### src/alo_defs.svh
// Constants for the quad-channel serial lane output block
// Contract
// - Three lane modes: 1-lane, 2-lane 16x/14x
// - One lane: bits change on both edges
// - One lane: word starts at frame rise
// - Two-lane 16x pads two zero MSBs
// - Two-lane 16x: eight bits per lane
// - Two-lane 16x: DDR default, SDR optional
// - Two-lane 14x frame: full SDR, half DDR
// - Two-lane 14x: seven bits per lane
// - Byte-wise: lane0 low byte (seven bits at 14x), lane1 upper
// - Bit-wise: lane0 even bits, lane1 odd
// - Word-wise: samples alternate lane0, lane1
// - Word-wise frame half rate, rises at word
// - MSB first after reset, LSB optional
// - LSB first reverses order per lane
// - Two's complement default, offset binary optional
// - Positive overdrive clamps to full scale
// - Negative overdrive clamps to negative scale
// - Drive current select, 3.5 mA default
// - Doubling control doubles drive current
// - Five termination bits, clock and data
// - Options from parallel pins or serial
// - Twelve sample clock conversion latency
`ifndef ALO_DEFS_SVH
`define ALO_DEFS_SVH

`define ALO_LAT_SAMPLES 12
`define ALO_BIT_DIV 1
`define ALO_LEN_ONE_14 5'h0E
`define ALO_LEN_ONE_16 5'h10
`define ALO_LEN_TWO_14 5'h07
`define ALO_LEN_TWO_16 5'h08
`define ALO_POS_OB 14'h3FFF
`define ALO_POS_TC 14'h1FFF
`define ALO_NEG_OB 14'h0000
`define ALO_NEG_TC 14'h2000
`define ALO_CUR_3P5MA 2'h0
`define ALO_CUR_2P5MA 2'h1
`define ALO_CUR_3P0MA 2'h2
`define ALO_CUR_4P5MA 2'h3
`define ALO_TERM_RESET 5'h00

`endif

### src/alo_pkg.sv
// Types shared by the serial lane output block
`default_nettype none
package alo_pkg;
    typedef enum logic [1:0] {ALO_ONE_LANE, ALO_TWO_16X, ALO_TWO_14X} alo_lane_mode_t;
    typedef enum logic [1:0] {ALO_SPLIT_BYTE, ALO_SPLIT_BIT, ALO_SPLIT_WORD} alo_split_t;
    typedef struct packed {
        alo_lane_mode_t lane_mode;
        logic one_lane_16x;
        logic bit_clk_sdr;
        alo_split_t split;
        logic lsb_first;
        logic output_format_select;
        logic [1:0] lane_drive_current_select;
        logic lane_drive_current_doubling;
        logic [4:0] term_clk;
        logic [4:0] term_data;
    } alo_cfg_t;
endpackage
`default_nettype wire

### src/alo_mem_if.sv
// Carrier between the serializer and its sample delay memory
`default_nettype none
interface alo_mem_if #(parameter int W = 64, parameter int AW = 4);
    logic en;
    logic [AW-1:0] addr;
    logic [W-1:0] wdata;
    logic [W-1:0] rdata;
    modport master (output en, output addr, output wdata, input rdata);
    modport mem (input en, input addr, input wdata, output rdata);
endinterface
`default_nettype wire

### src/alo_serial_lane_out.sv
// Quad-channel serial lane output: latency, formatting and lane serializers
`include "alo_defs.svh"
`default_nettype none
module alo_serial_lane_out #(
    parameter int BIT_DIV = `ALO_BIT_DIV,
    parameter int LAT = `ALO_LAT_SAMPLES
) (
    input wire logic i_mclk,
    input wire logic i_rst_b,
    input wire logic i_sample_clk,
    input wire logic [3:0][13:0] i_ch_data,
    input wire logic [3:0] i_ovr_pos,
    input wire logic [3:0] i_ovr_neg,
    input wire alo_pkg::alo_cfg_t i_pin_cfg,
    input wire alo_pkg::alo_cfg_t i_serial_cfg,
    input wire logic i_cfg_from_serial,
    output logic o_bit_clk,
    output logic o_frame_clk,
    output logic o_ch_a_lane0,
    output logic o_ch_a_lane1,
    output logic o_ch_b_lane0,
    output logic o_ch_b_lane1,
    output logic o_ch_c_lane0,
    output logic o_ch_c_lane1,
    output logic o_ch_d_lane0,
    output logic o_ch_d_lane1,
    output logic [1:0] o_lane_drive_current_select,
    output logic o_lane_drive_current_doubling,
    output logic [4:0] o_term_clk_sel,
    output logic [4:0] o_term_data_sel
);
    localparam int CH = 4;
    localparam int MW = CH * 16;
    localparam int AW = (LAT > 1) ? $clog2(LAT) : 1;
    localparam int DVW = (BIT_DIV > 1) ? $clog2(BIT_DIV) : 1;

    // ==========================================================
    // Helpers
    function automatic logic [7:0] evens(input logic [15:0] w);
        logic [7:0] r;
        r = '0;
        for (int i = 0; i < 8; i++) begin
            r[i] = w[2 * i];
        end
        return r;
    endfunction

    function automatic logic [7:0] odds(input logic [15:0] w);
        logic [7:0] r;
        r = '0;
        for (int i = 0; i < 8; i++) begin
            r[i] = w[2 * i + 1];
        end
        return r;
    endfunction

    // Left-aligns len bits of v; LSB first puts v[0] on top
    function automatic logic [15:0] place(input logic [15:0] v, input logic [4:0] len, input logic lsb);
        logic [15:0] r;
        r = '0;
        for (int i = 0; i < 16; i++) begin
            r[15 - i] = v[i];
        end
        if (!lsb) begin
            r = v << (5'd16 - len);
        end
        return r;
    endfunction

    // ==========================================================
    // Input synchronisers
    logic sclk_s1_reg, sclk_s2_reg, sclk_s3_reg;
    logic [MW-1:0] din_s1_reg, din_s2_reg;
    logic sel_s1_reg, sel_s2_reg;
    alo_pkg::alo_cfg_t pcfg_s1_reg, pcfg_s2_reg, scfg_s1_reg, scfg_s2_reg;
    wire logic [MW-1:0] din_raw;

    always_ff @(posedge i_mclk or negedge i_rst_b) begin
        if (!i_rst_b) begin
            sclk_s1_reg <= 1'b0;
            sclk_s2_reg <= 1'b0;
            sclk_s3_reg <= 1'b0;
            din_s1_reg <= '0;
            din_s2_reg <= '0;
        end else begin
            sclk_s1_reg <= i_sample_clk;
            sclk_s2_reg <= sclk_s1_reg;
            sclk_s3_reg <= sclk_s2_reg;
            din_s1_reg <= din_raw;
            din_s2_reg <= din_s1_reg;
        end
    end

    // Reset state: MSB first, two's complement, 3.5 mA, no termination
    always_ff @(posedge i_mclk or negedge i_rst_b) begin
        if (!i_rst_b) begin
            sel_s1_reg <= 1'b0;
            sel_s2_reg <= 1'b0;
            pcfg_s1_reg <= '0;
            pcfg_s2_reg <= '0;
            scfg_s1_reg <= '0;
            scfg_s2_reg <= '0;
        end else begin
            sel_s1_reg <= i_cfg_from_serial;
            sel_s2_reg <= sel_s1_reg;
            pcfg_s1_reg <= i_pin_cfg;
            pcfg_s2_reg <= pcfg_s1_reg;
            scfg_s1_reg <= i_serial_cfg;
            scfg_s2_reg <= scfg_s1_reg;
        end
    end

    // ==========================================================
    // Mode decode
    wire alo_pkg::alo_cfg_t cfg_sel;
    alo_pkg::alo_cfg_t act_cfg_reg;
    wire alo_pkg::alo_cfg_t cur_cfg;
    logic phase_reg, samp_ev_reg, primed_reg, wrap_reg;
    logic [AW-1:0] wr_ptr_reg;
    wire logic edge_ev, frame_start, load, two_lane, is16, word, half, sdr_cur;
    wire logic [4:0] len_cur;

    assign cfg_sel = sel_s2_reg ? scfg_s2_reg : pcfg_s2_reg;
    assign edge_ev = sclk_s2_reg & ~sclk_s3_reg;
    assign frame_start = samp_ev_reg & ~phase_reg;
    assign cur_cfg = frame_start ? cfg_sel : act_cfg_reg;
    assign two_lane = (cur_cfg.lane_mode == alo_pkg::ALO_TWO_16X) || (cur_cfg.lane_mode == alo_pkg::ALO_TWO_14X);
    assign is16 = two_lane ? (cur_cfg.lane_mode == alo_pkg::ALO_TWO_16X) : cur_cfg.one_lane_16x;
    assign word = two_lane & (cur_cfg.split == alo_pkg::ALO_SPLIT_WORD);
    assign half = two_lane & (word | ((cur_cfg.lane_mode == alo_pkg::ALO_TWO_14X) & ~cur_cfg.bit_clk_sdr));
    assign sdr_cur = two_lane & cur_cfg.bit_clk_sdr;
    assign load = samp_ev_reg & (~word | phase_reg);
    assign len_cur = (!two_lane || word) ? (is16 ? `ALO_LEN_ONE_16 : `ALO_LEN_ONE_14)
                                         : (is16 ? `ALO_LEN_TWO_16 : `ALO_LEN_TWO_14);

    // ==========================================================
    // Conversion latency memory
    alo_mem_if #(.W(MW), .AW(AW)) mem_bus ();

    assign mem_bus.en = edge_ev;
    assign mem_bus.addr = wr_ptr_reg;
    assign mem_bus.wdata = din_s2_reg;

    alo_delay_mem #(.W(MW), .DEPTH(LAT), .AW(AW)) u_mem (
        .i_mclk(i_mclk),
        .m(mem_bus)
    );

    // Read data is forced to zero until the memory has been filled once
    always_ff @(posedge i_mclk or negedge i_rst_b) begin
        if (!i_rst_b) begin
            wr_ptr_reg <= '0;
            wrap_reg <= 1'b0;
            primed_reg <= 1'b0;
            samp_ev_reg <= 1'b0;
        end else begin
            samp_ev_reg <= edge_ev;
            if (edge_ev) begin
                wr_ptr_reg <= (wr_ptr_reg == AW'(LAT - 1)) ? '0 : wr_ptr_reg + AW'(1);
                // Primed one event after the wrap, so an unwritten slot is never sent
                wrap_reg <= wrap_reg | (wr_ptr_reg == AW'(LAT - 1));
                primed_reg <= wrap_reg;
            end
        end
    end

    // ==========================================================
    // Per-channel formatting and lane shifters
    logic [13:0] code_w [CH];
    logic [15:0] sh0_reg [CH];
    logic [15:0] sh1_reg [CH];
    wire logic adv;

    for (genvar c = 0; c < CH; c++) begin : g_ch
        wire logic [15:0] rd;
        wire logic [15:0] w16;
        wire logic [15:0] v0;
        wire logic [15:0] v1;
        logic [13:0] held_reg;

        assign din_raw[c * 16 +: 16] = {i_ovr_pos[c], i_ovr_neg[c], i_ch_data[c]};
        assign rd = primed_reg ? mem_bus.rdata[c * 16 +: 16] : 16'h0000;
        assign code_w[c] = rd[15] ? (cur_cfg.output_format_select ? `ALO_POS_OB : `ALO_POS_TC)
                         : rd[14] ? (cur_cfg.output_format_select ? `ALO_NEG_OB : `ALO_NEG_TC)
                         : (cur_cfg.output_format_select ? {~rd[13], rd[12:0]} : rd[13:0]);
        assign w16 = {2'b00, code_w[c]};
        assign v0 = word ? {2'b00, held_reg}
                  : !two_lane ? w16
                  : (cur_cfg.split == alo_pkg::ALO_SPLIT_BIT) ? {8'h00, evens(w16)}
                  : {8'h00, w16[7:0]};
        assign v1 = word ? w16
                  : !two_lane ? 16'h0000
                  : (cur_cfg.split == alo_pkg::ALO_SPLIT_BIT) ? {8'h00, odds(w16)}
                  : is16 ? {8'h00, w16[15:8]} : {9'h000, w16[13:7]};

        always_ff @(posedge i_mclk or negedge i_rst_b) begin
            if (!i_rst_b) begin
                held_reg <= '0;
                sh0_reg[c] <= '0;
                sh1_reg[c] <= '0;
            end else if (load) begin
                held_reg <= code_w[c];
                sh0_reg[c] <= place(v0, len_cur, cur_cfg.lsb_first);
                sh1_reg[c] <= place(v1, len_cur, cur_cfg.lsb_first);
            end else begin
                if (samp_ev_reg) begin
                    held_reg <= code_w[c];
                end
                if (adv) begin
                    sh0_reg[c] <= {sh0_reg[c][14:0], 1'b0};
                    sh1_reg[c] <= {sh1_reg[c][14:0], 1'b0};
                end
            end
        end
    end

    // ==========================================================
    // Bit clock divider, bit counter and frame clock
    logic [DVW-1:0] div_reg;
    logic [4:0] cnt_reg, len_reg;
    logic sdr_reg, half_reg, bclk_reg, fclk_reg;
    wire logic tick;
    wire logic [4:0] fall_at;

    assign tick = (div_reg == DVW'(BIT_DIV - 1));
    assign adv = tick & (cnt_reg != 5'd0) & (~sdr_reg | bclk_reg);
    assign fall_at = len_reg - (len_reg >> 1) + 5'd1;

    always_ff @(posedge i_mclk or negedge i_rst_b) begin
        if (!i_rst_b) begin
            phase_reg <= 1'b0;
            act_cfg_reg <= '0;
        end else if (samp_ev_reg) begin
            phase_reg <= frame_start & half;
            if (frame_start) begin
                act_cfg_reg <= cfg_sel;
            end
        end
    end

    // Divider restarts on each load so the bit clock stays locked to the sample clock
    always_ff @(posedge i_mclk or negedge i_rst_b) begin
        if (!i_rst_b) begin
            div_reg <= '0;
            bclk_reg <= 1'b0;
        end else if (load) begin
            div_reg <= '0;
            bclk_reg <= 1'b0;
        end else begin
            div_reg <= tick ? '0 : div_reg + DVW'(1);
            bclk_reg <= bclk_reg ^ tick;
        end
    end

    always_ff @(posedge i_mclk or negedge i_rst_b) begin
        if (!i_rst_b) begin
            cnt_reg <= '0;
            len_reg <= `ALO_LEN_ONE_14;
            sdr_reg <= 1'b0;
            half_reg <= 1'b0;
        end else if (load) begin
            cnt_reg <= len_cur;
            len_reg <= len_cur;
            sdr_reg <= sdr_cur;
            half_reg <= half;
        end else if (adv) begin
            cnt_reg <= cnt_reg - 5'd1;
        end
    end

    // Full rate: high for first half of the word; half rate: high for one sample period
    always_ff @(posedge i_mclk or negedge i_rst_b) begin
        if (!i_rst_b) begin
            fclk_reg <= 1'b0;
        end else if (samp_ev_reg) begin
            fclk_reg <= half ? (word ? phase_reg : ~phase_reg) : 1'b1;
        end else if (adv && !half_reg && cnt_reg == fall_at) begin
            fclk_reg <= 1'b0;
        end
    end

    // Drive current and termination settings go to the pad ring
    always_ff @(posedge i_mclk or negedge i_rst_b) begin
        if (!i_rst_b) begin
            o_lane_drive_current_select <= `ALO_CUR_3P5MA;
            o_lane_drive_current_doubling <= 1'b0;
            o_term_clk_sel <= `ALO_TERM_RESET;
            o_term_data_sel <= `ALO_TERM_RESET;
        end else begin
            o_lane_drive_current_select <= cfg_sel.lane_drive_current_select;
            o_lane_drive_current_doubling <= cfg_sel.lane_drive_current_doubling;
            o_term_clk_sel <= cfg_sel.term_clk;
            o_term_data_sel <= cfg_sel.term_data;
        end
    end

    assign o_bit_clk = bclk_reg;
    assign o_frame_clk = fclk_reg;
    assign o_ch_a_lane0 = sh0_reg[0][15];
    assign o_ch_a_lane1 = sh1_reg[0][15];
    assign o_ch_b_lane0 = sh0_reg[1][15];
    assign o_ch_b_lane1 = sh1_reg[1][15];
    assign o_ch_c_lane0 = sh0_reg[2][15];
    assign o_ch_c_lane1 = sh1_reg[2][15];
    assign o_ch_d_lane0 = sh0_reg[3][15];
    assign o_ch_d_lane1 = sh1_reg[3][15];
endmodule
`default_nettype wire

### src/alo_delay_mem.sv
// Sample delay memory with registered read, read-before-write
`default_nettype none
module alo_delay_mem #(
    parameter int W = 64,
    parameter int DEPTH = 12,
    parameter int AW = 4
) (
    input wire logic i_mclk,
    alo_mem_if.mem m
);
    logic [W-1:0] mem_q [DEPTH];

    // Same-address access returns the word written DEPTH events ago
    always_ff @(posedge i_mclk) begin
        if (m.en) begin
            m.rdata <= mem_q[m.addr];
            mem_q[m.addr] <= m.wdata;
        end
    end
endmodule
`default_nettype wire

### config.mk
export PLATFORM = sky130hd
export DESIGN_NAME = alo_serial_lane_out
export DESIGN_NICKNAME = d
export VERILOG_FILES = /design/src/alo_pkg.sv /design/src/alo_mem_if.sv /design/src/alo_serial_lane_out.sv /design/src/alo_delay_mem.sv
export VERILOG_INCLUDE_DIRS = /design/src
export SDC_FILE = /design/constraint.sdc
export NUM_CORES = 2
export LEC_CHECK = 0
export BUFFER_PORTS_ARGS = -buffer_cell sky130_fd_sc_hd__buf_2
export CORE_MARGIN = 4
export CORE_UTILIZATION = 30
export DETAILED_ROUTE_END_ITERATION = 8
export PLACE_DENSITY = 0.47
export SLEW_MARGIN = 10
export SYNTH_ARGS = -nofsm -noshare
export SYNTH_HDL_FRONTEND = slang
export SYNTH_SLANG_ARGS = --single-unit
### constraint.sdc
create_clock -name i_mclk -period 20.4 [get_ports i_mclk]
set_input_delay 4.08 -clock i_mclk [delete_from_list [all_inputs] [get_ports i_mclk]]
set_output_delay 4.08 -clock i_mclk [all_outputs]
set_load 0.005 [all_outputs]
# Yosys cells after proc, flatten, opt, wreduce, memory -nomap -nowiden

Memory sizes are Yosys's and may differ from the RTL's. A register that Yosys moved wholly into a read port is not among the register bits.
Cells that the tools add are included.

Input port bits: 110
Output and inout bits: 23
Register bits after elaboration: 458
Memory bits (writable): 768
Word-level logic and storage cells: 238
Memories: 1

Memories:

| name        | words | width | rd ports | clocked after Yosys merged registers in | write ports | line                | RTL |
|---|---|---|---|---|---|---|---|
| u_mem.mem_q | 12    | 64    | 1        | 1                                       | 1           | alo_delay_mem.sv:11 | `logic [W-1:0] mem_q [DEPTH];` |

Bitwise logic cells: 25
$add $sub $neg: 6
Multiplexer cells: 96
Shift operators: 8
Eq/ne operators: 6
Reductions and logical operators: 11

Operators with widths:

| operator                                                              | count |
|---|---|
| 14-bit 2-to-1 mux                                                     | 34 |
| 16-bit 2-to-1 mux                                                     | 28 |
| 14-bit by 5-bit left shift with 16-bit output                         | 8 |
| 7-bit 2-to-1 mux                                                      | 12 |
| 21-bit 2-to-1 mux                                                     | 2 |
| 8-bit 2-to-1 mux                                                      | 4 |
| 5-bit 2-to-1 mux                                                      | 4 |
| 1-bit AND                                                             | 10 |
| 1-bit 2-to-1 mux                                                      | 10 |
| 1-bit NOT                                                             | 10 |
| 4-bit 2-to-1 mux                                                      | 2 |
| 2-bit nonzero test                                                    | 3 |
| 5-bit by 1-bit adder with 5-bit output, second input constant         | 1 |
| 5-bit equality test                                                   | 1 |
| 5-bit nonzero test                                                    | 1 |
| 5-bit by 1-bit subtractor with 5-bit output, second input constant    | 1 |
| 5-bit by 4-bit subtractor with 5-bit output                           | 1 |
| 5-bit subtractor, first input constant                                | 1 |
| 4-bit by 1-bit adder with 4-bit output, second input constant         | 1 |
| 2-bit by 1-bit equality test with 1-bit output, second input constant | 2 |
| 2-bit equality test, second input constant                            | 2 |
| 4-bit equality test, second input constant                            | 1 |
| 1-bit OR                                                              | 4 |
| 1-bit logical AND                                                     | 2 |
| 5 further kinds                                                       | 7 |

# Depth between registers and ports, before layout

Depth in word-level cells: 13
Gate-level depth with buffers: 24
Gate-level depth less buffers: 17

# Hierarchy

From an unflattened synthesis, not the netlist that was laid out.

Cells, all modules: 4025
Area, all modules: 55002.8 um^2

Modules (own cells, without submodules):

| module              | seq. area each (um^2) | times used | cells each | area each (um^2) |
|---|---|---|---|---|
| alo_delay_mem       | 24984.0               | 1          | 1515       | 31400.1 |
| alo_serial_lane_out | 11088.1               | 1          | 2510       | 23602.6 |

# Worst setup path before layout

No wires, ideal clock.

Kind: register to register
From: register sclk_s3_reg
To: memory u_mem.mem_q[3][0] (enable)
Data required time: 19.833 ns
Arrival: 6.097 ns
Stages on the path, launching flop included: 5
Path buffers: 0
Clock period less this slack: 6.664 ns
Library setup time: 0.567 ns
Path slack: 13.736 ns
Cell sequence: dfrtp_1 > nand2b_1 > clkinv_1 > nand2_1 > nor3_1

Word-level cells in the longest chain between the ends: 4

RTL lines:

| element                                | line                       | RTL |
|---|---|---|
| start: declaration                     | alo_serial_lane_out.sv:72  | `logic sclk_s1_reg, sclk_s2_reg, sclk_s3_reg;` |
| start signal: assignment               | alo_serial_lane_out.sv:88  | `sclk_s3_reg <= sclk_s2_reg;` |
| 1-bit NOT                              | alo_serial_lane_out.sv:124 | `assign edge_ev = sclk_s2_reg & ~sclk_s3_reg;` |
| 1-bit AND                              | alo_serial_lane_out.sv:124 |  |
| named net edge_ev                      | alo_serial_lane_out.sv:120 | `wire logic edge_ev, frame_start, load, two_lane, is16, word, half, sdr_cur;` |
| 1-bit 2-to-1 mux                       | alo_delay_mem.sv:15        | `if (m.en) begin` |
| 1-bit 2-to-1 mux (implied by the code) | alo_delay_mem.sv:17        | `mem_q[m.addr] <= m.wdata;` |
| end: declaration                       | alo_delay_mem.sv:11        |  |

The timed path passes the listed nets, and every way through them passes these cells.

==> summary.txt <==
Clock tree
  – Root Driver: clkbuf_16
  – Clock transition at path regs: 0.06 ns
  – Post-CTS Resized: 0
  – TritonCTS clock tree: built
  – Clk Latency, worst-skew pair: ~0.8 ns
  – Setup Buffers After CTS: 0
  – Clock buffer depth: 3
  – H-Tree Depth: 4
  – CTS Hold Bufs: 0
  – Clock tree sinks: 1275
  – Number of buffers created by CTS: approximately 150

Drt
  – DRT iter0 DRCs: 4128
  – DR vias: 34.52k
  – Post-route ant nets: 0
  – DR pass1 iterations: 8
  – Final WL: 174.4 mm
  – Per-cell routed wire length: roughly 27 µm
  – Drt via density: 5.417
  – # DRC: 0

Layout
  – Share of layout cells above drive strength 1: 0.1989
  – Fillers: 17.35k
  – Final #Nets: 4011
  – Sequential cell area: 36090 µm²
  – Biggest register: u_mem.mem_q
  – Max FFs per register: 768
  – Commonest non-fill, non-tap cells in the layout: edfxtp_1 (832), dfrtp_1 (434), nand2_1 (386)
  – # diodes: 0
  – Leading cell type in the layout, fill and taps excluded: edfxtp_1
  – Layout area overhead: 15.10%
  – Area of the multi-input gates: 17390 µm²

Global route
  – Global-route wire length before repair: roughly 250 mm
  – GRT overflow: 0
  – GRT Total Usage: 0.1804
  – Antenna violations before repair: 2
  – Vias in the first global route: ~35k
  – Gr busiest metal: met2
  – Global routing usage on met3: 0.04189
  – GR Util met1: 0.2610
  – Met2 Use GR: 0.2681
  – Largest net degree at the start of global routing: 126

Timing
  – Post-route minimum period: approximately 8 ns
  – Worst rel slew slack: 0.09654
  – Period Utilization, post-route: 0.3934
  – FMAX: 124.6 MHz
  – Worst-Margin Slew: ~1.3 ns
  – Endpoints failing setup: 0
  – RSZ-0062 raised after global routing: no
  – Final hold vios: 0
  – Final Max Slew Viols: 0
  – Fin Clk Skew: 0.05249 ns
  – Setup TNS: 0 ns

Worst setup path
  – Startpoint types: flop
  – Largest fanout on the critical path: between 60 and 70
  – Critical Path AT: 8.69 ns
  – Setup crit end kind: flop
  – Worst EP required: approximately 21 ns
  – Critical path type: reg2reg

Place
  – Final Wtd Congestion: ~0.95
  – Post-DP HPWL: 107.9 mm
  – Buffers on Ports: 132

Power and ir drop
  – Worst vdd ir: 153.9 µV
  – Pwr dens: between 150 and 200 nW/µm²
  – Static Leak: 21.99 nW
  – Total Power: about 10 mW

Floorplanning
  – Row Count: 156
  – Die height: 434.8 µm
  – Total Die Area: 189000 µm²
  – Initial Utilization: 0.3020
  – Die X-Extent: 434.8 µm
  – Core Box Area: between 150000 and 200000 µm²
  – IO Pins: between 100 and 150

Worst hold path
  – Hold/Removal Path Class: reg2reg

Yosys
  – Most used DFF post-synth: edfxtp_1
  – Post-synth net total: 3909
  – Synthesized cell area: 54640 µm²
  – Ys async rst share: 0.3475
  – Yosys Warn Count: 0
  – Post-Syn Instances: 3783
  – Flops & latches, synth: 1275
  – Number of synthesized flops with an enable pin: 832
  – Seq/Total Area, Yosys: 0.6602
  – Yosys cell types: 96
  – Syn_area_per_cell: 14.44 µm²

Run status
  – Status: finished clean

Flow run
  – Max-cap viol count: 0
[per-layer routing]
metal	up-vias	routed length (µm)
met3	316	13160
li1	14910	-
met1	17780	79130
met2	1510	76670
met5	-	43
met4	2	5404
[cell families after synthesis]
logic type,Yosys count,synth area share
flip-flops,1275,0.6602
AO/OA/AOI/OAI,965,0.1180
AND/OR/NAND/NOR,747,0.06039
multiplexers,431,0.1303
buffers and inverters,329,0.02409
XOR/XNOR,19,0.003046
adder cells (fa/ha/maj),17,0.003985
[path summary, 6_finish.rpt]
check	slack (ns)	cells after the start	to	from
max	12.38	20	sh1_reg[43]	samp_ev_reg
min	0.33	0	pcfg_s2_reg[4]	pcfg_s1_reg[4]
max reg2reg	12.38	20	sh1_reg[43]	samp_ev_reg
min reg2reg	0.33	0	pcfg_s2_reg[4]	pcfg_s1_reg[4]
max in group asynchronous	14.73	3	sh0_reg[20]	i_rst_b
min in group asynchronous	3.27	1	o_bit_clk	i_rst_b
[critical path: stages, from the launching register on]
cell and delay, ns:
dfrtp_2 0.70, nand2b_1 0.41, o21ai_0 0.37, inv_1 0.08
ha_2 0.27, buf_4 0.32, a31oi_1 0.44, nand2_1 0.10
buf_4 0.28, inv_1 0.10, buf_4 0.34, ha_4 0.75
inv_2 0.52, nor2_4 0.20, buf_4 0.60, nand2_1 0.59
buf_4 0.36, nor2_1 0.77, a221oi_1 0.28, a21oi_1 0.21
o21ai_0 0.10
[cell usage after synthesis (24+ instances only)]
master | count | share of area
a211oi_1 | 28 | 0.0038
a21oi_1 | 171 | 0.016
a221oi_1 | 24 | 0.0038
a31oi_1 | 37 | 0.0042
buf_1 | 54 | 0.0037
buf_2 | 27 | 0.0025
clkbuf_1 | 187 | 0.013
dfrtp_1 | 441 | 0.20
edfxtp_1 | 832 | 0.46
inv_1 | 44 | 0.0030
mux2_2 | 63 | 0.013
mux2i_1 | 150 | 0.027
mux4_2 | 215 | 0.089
nand2_1 | 386 | 0.027
nand3_1 | 35 | 0.0032
nor2_1 | 141 | 0.0097
nor2b_1 | 42 | 0.0048
nor3_1 | 53 | 0.0049
o211ai_1 | 64 | 0.0088
o21a_1 | 45 | 0.0062
o21ai_0 | 272 | 0.025
o22ai_1 | 46 | 0.0053
[report_power, final]
part	switching, mW	internal (mW)	total, mW	leakage [nW]
combinational	2.71	1.34	4.05	6.72
sequential	0.239	3.10	3.34	12.9
clock	1.10	1.52	2.62	2.32
[per-stage QoR]
stage | hold slack (ns) | std cells | utilization | worst slack [ns] | instance area (µm²)
floorplan | 0.3312 | 3783 | - | 13.74 | 54640
global placement | 0.3314 | 6105 | 0.3209 | 12.57 | 58070
detailed placement | 0.3347 | 6105 | 0.3209 | 12.50 | 58070
CTS | 0.3315 | 6372 | 0.3476 | 12.52 | 62890
global route | 0.3416 | 6372 | 0.3476 | 11.99 | 62890
finish | 0.3328 | 6372 | 0.3476 | 12.38 | 62890
[final cells by class]
cell class | count | share of cell area
Sequential cell | 1275 | 0.5739
Multi-Input combinational cell | 2179 | 0.2765
Clock inverter | 61 | 0.01064
Clock buffer | 206 | 0.06595
Timing Repair Buffer | 230 | 0.02276
Inverter | 51 | 0.003104
Tap cell | 2370 | 0.04715
No activity file was read; power rests on OpenSTA's default activity.
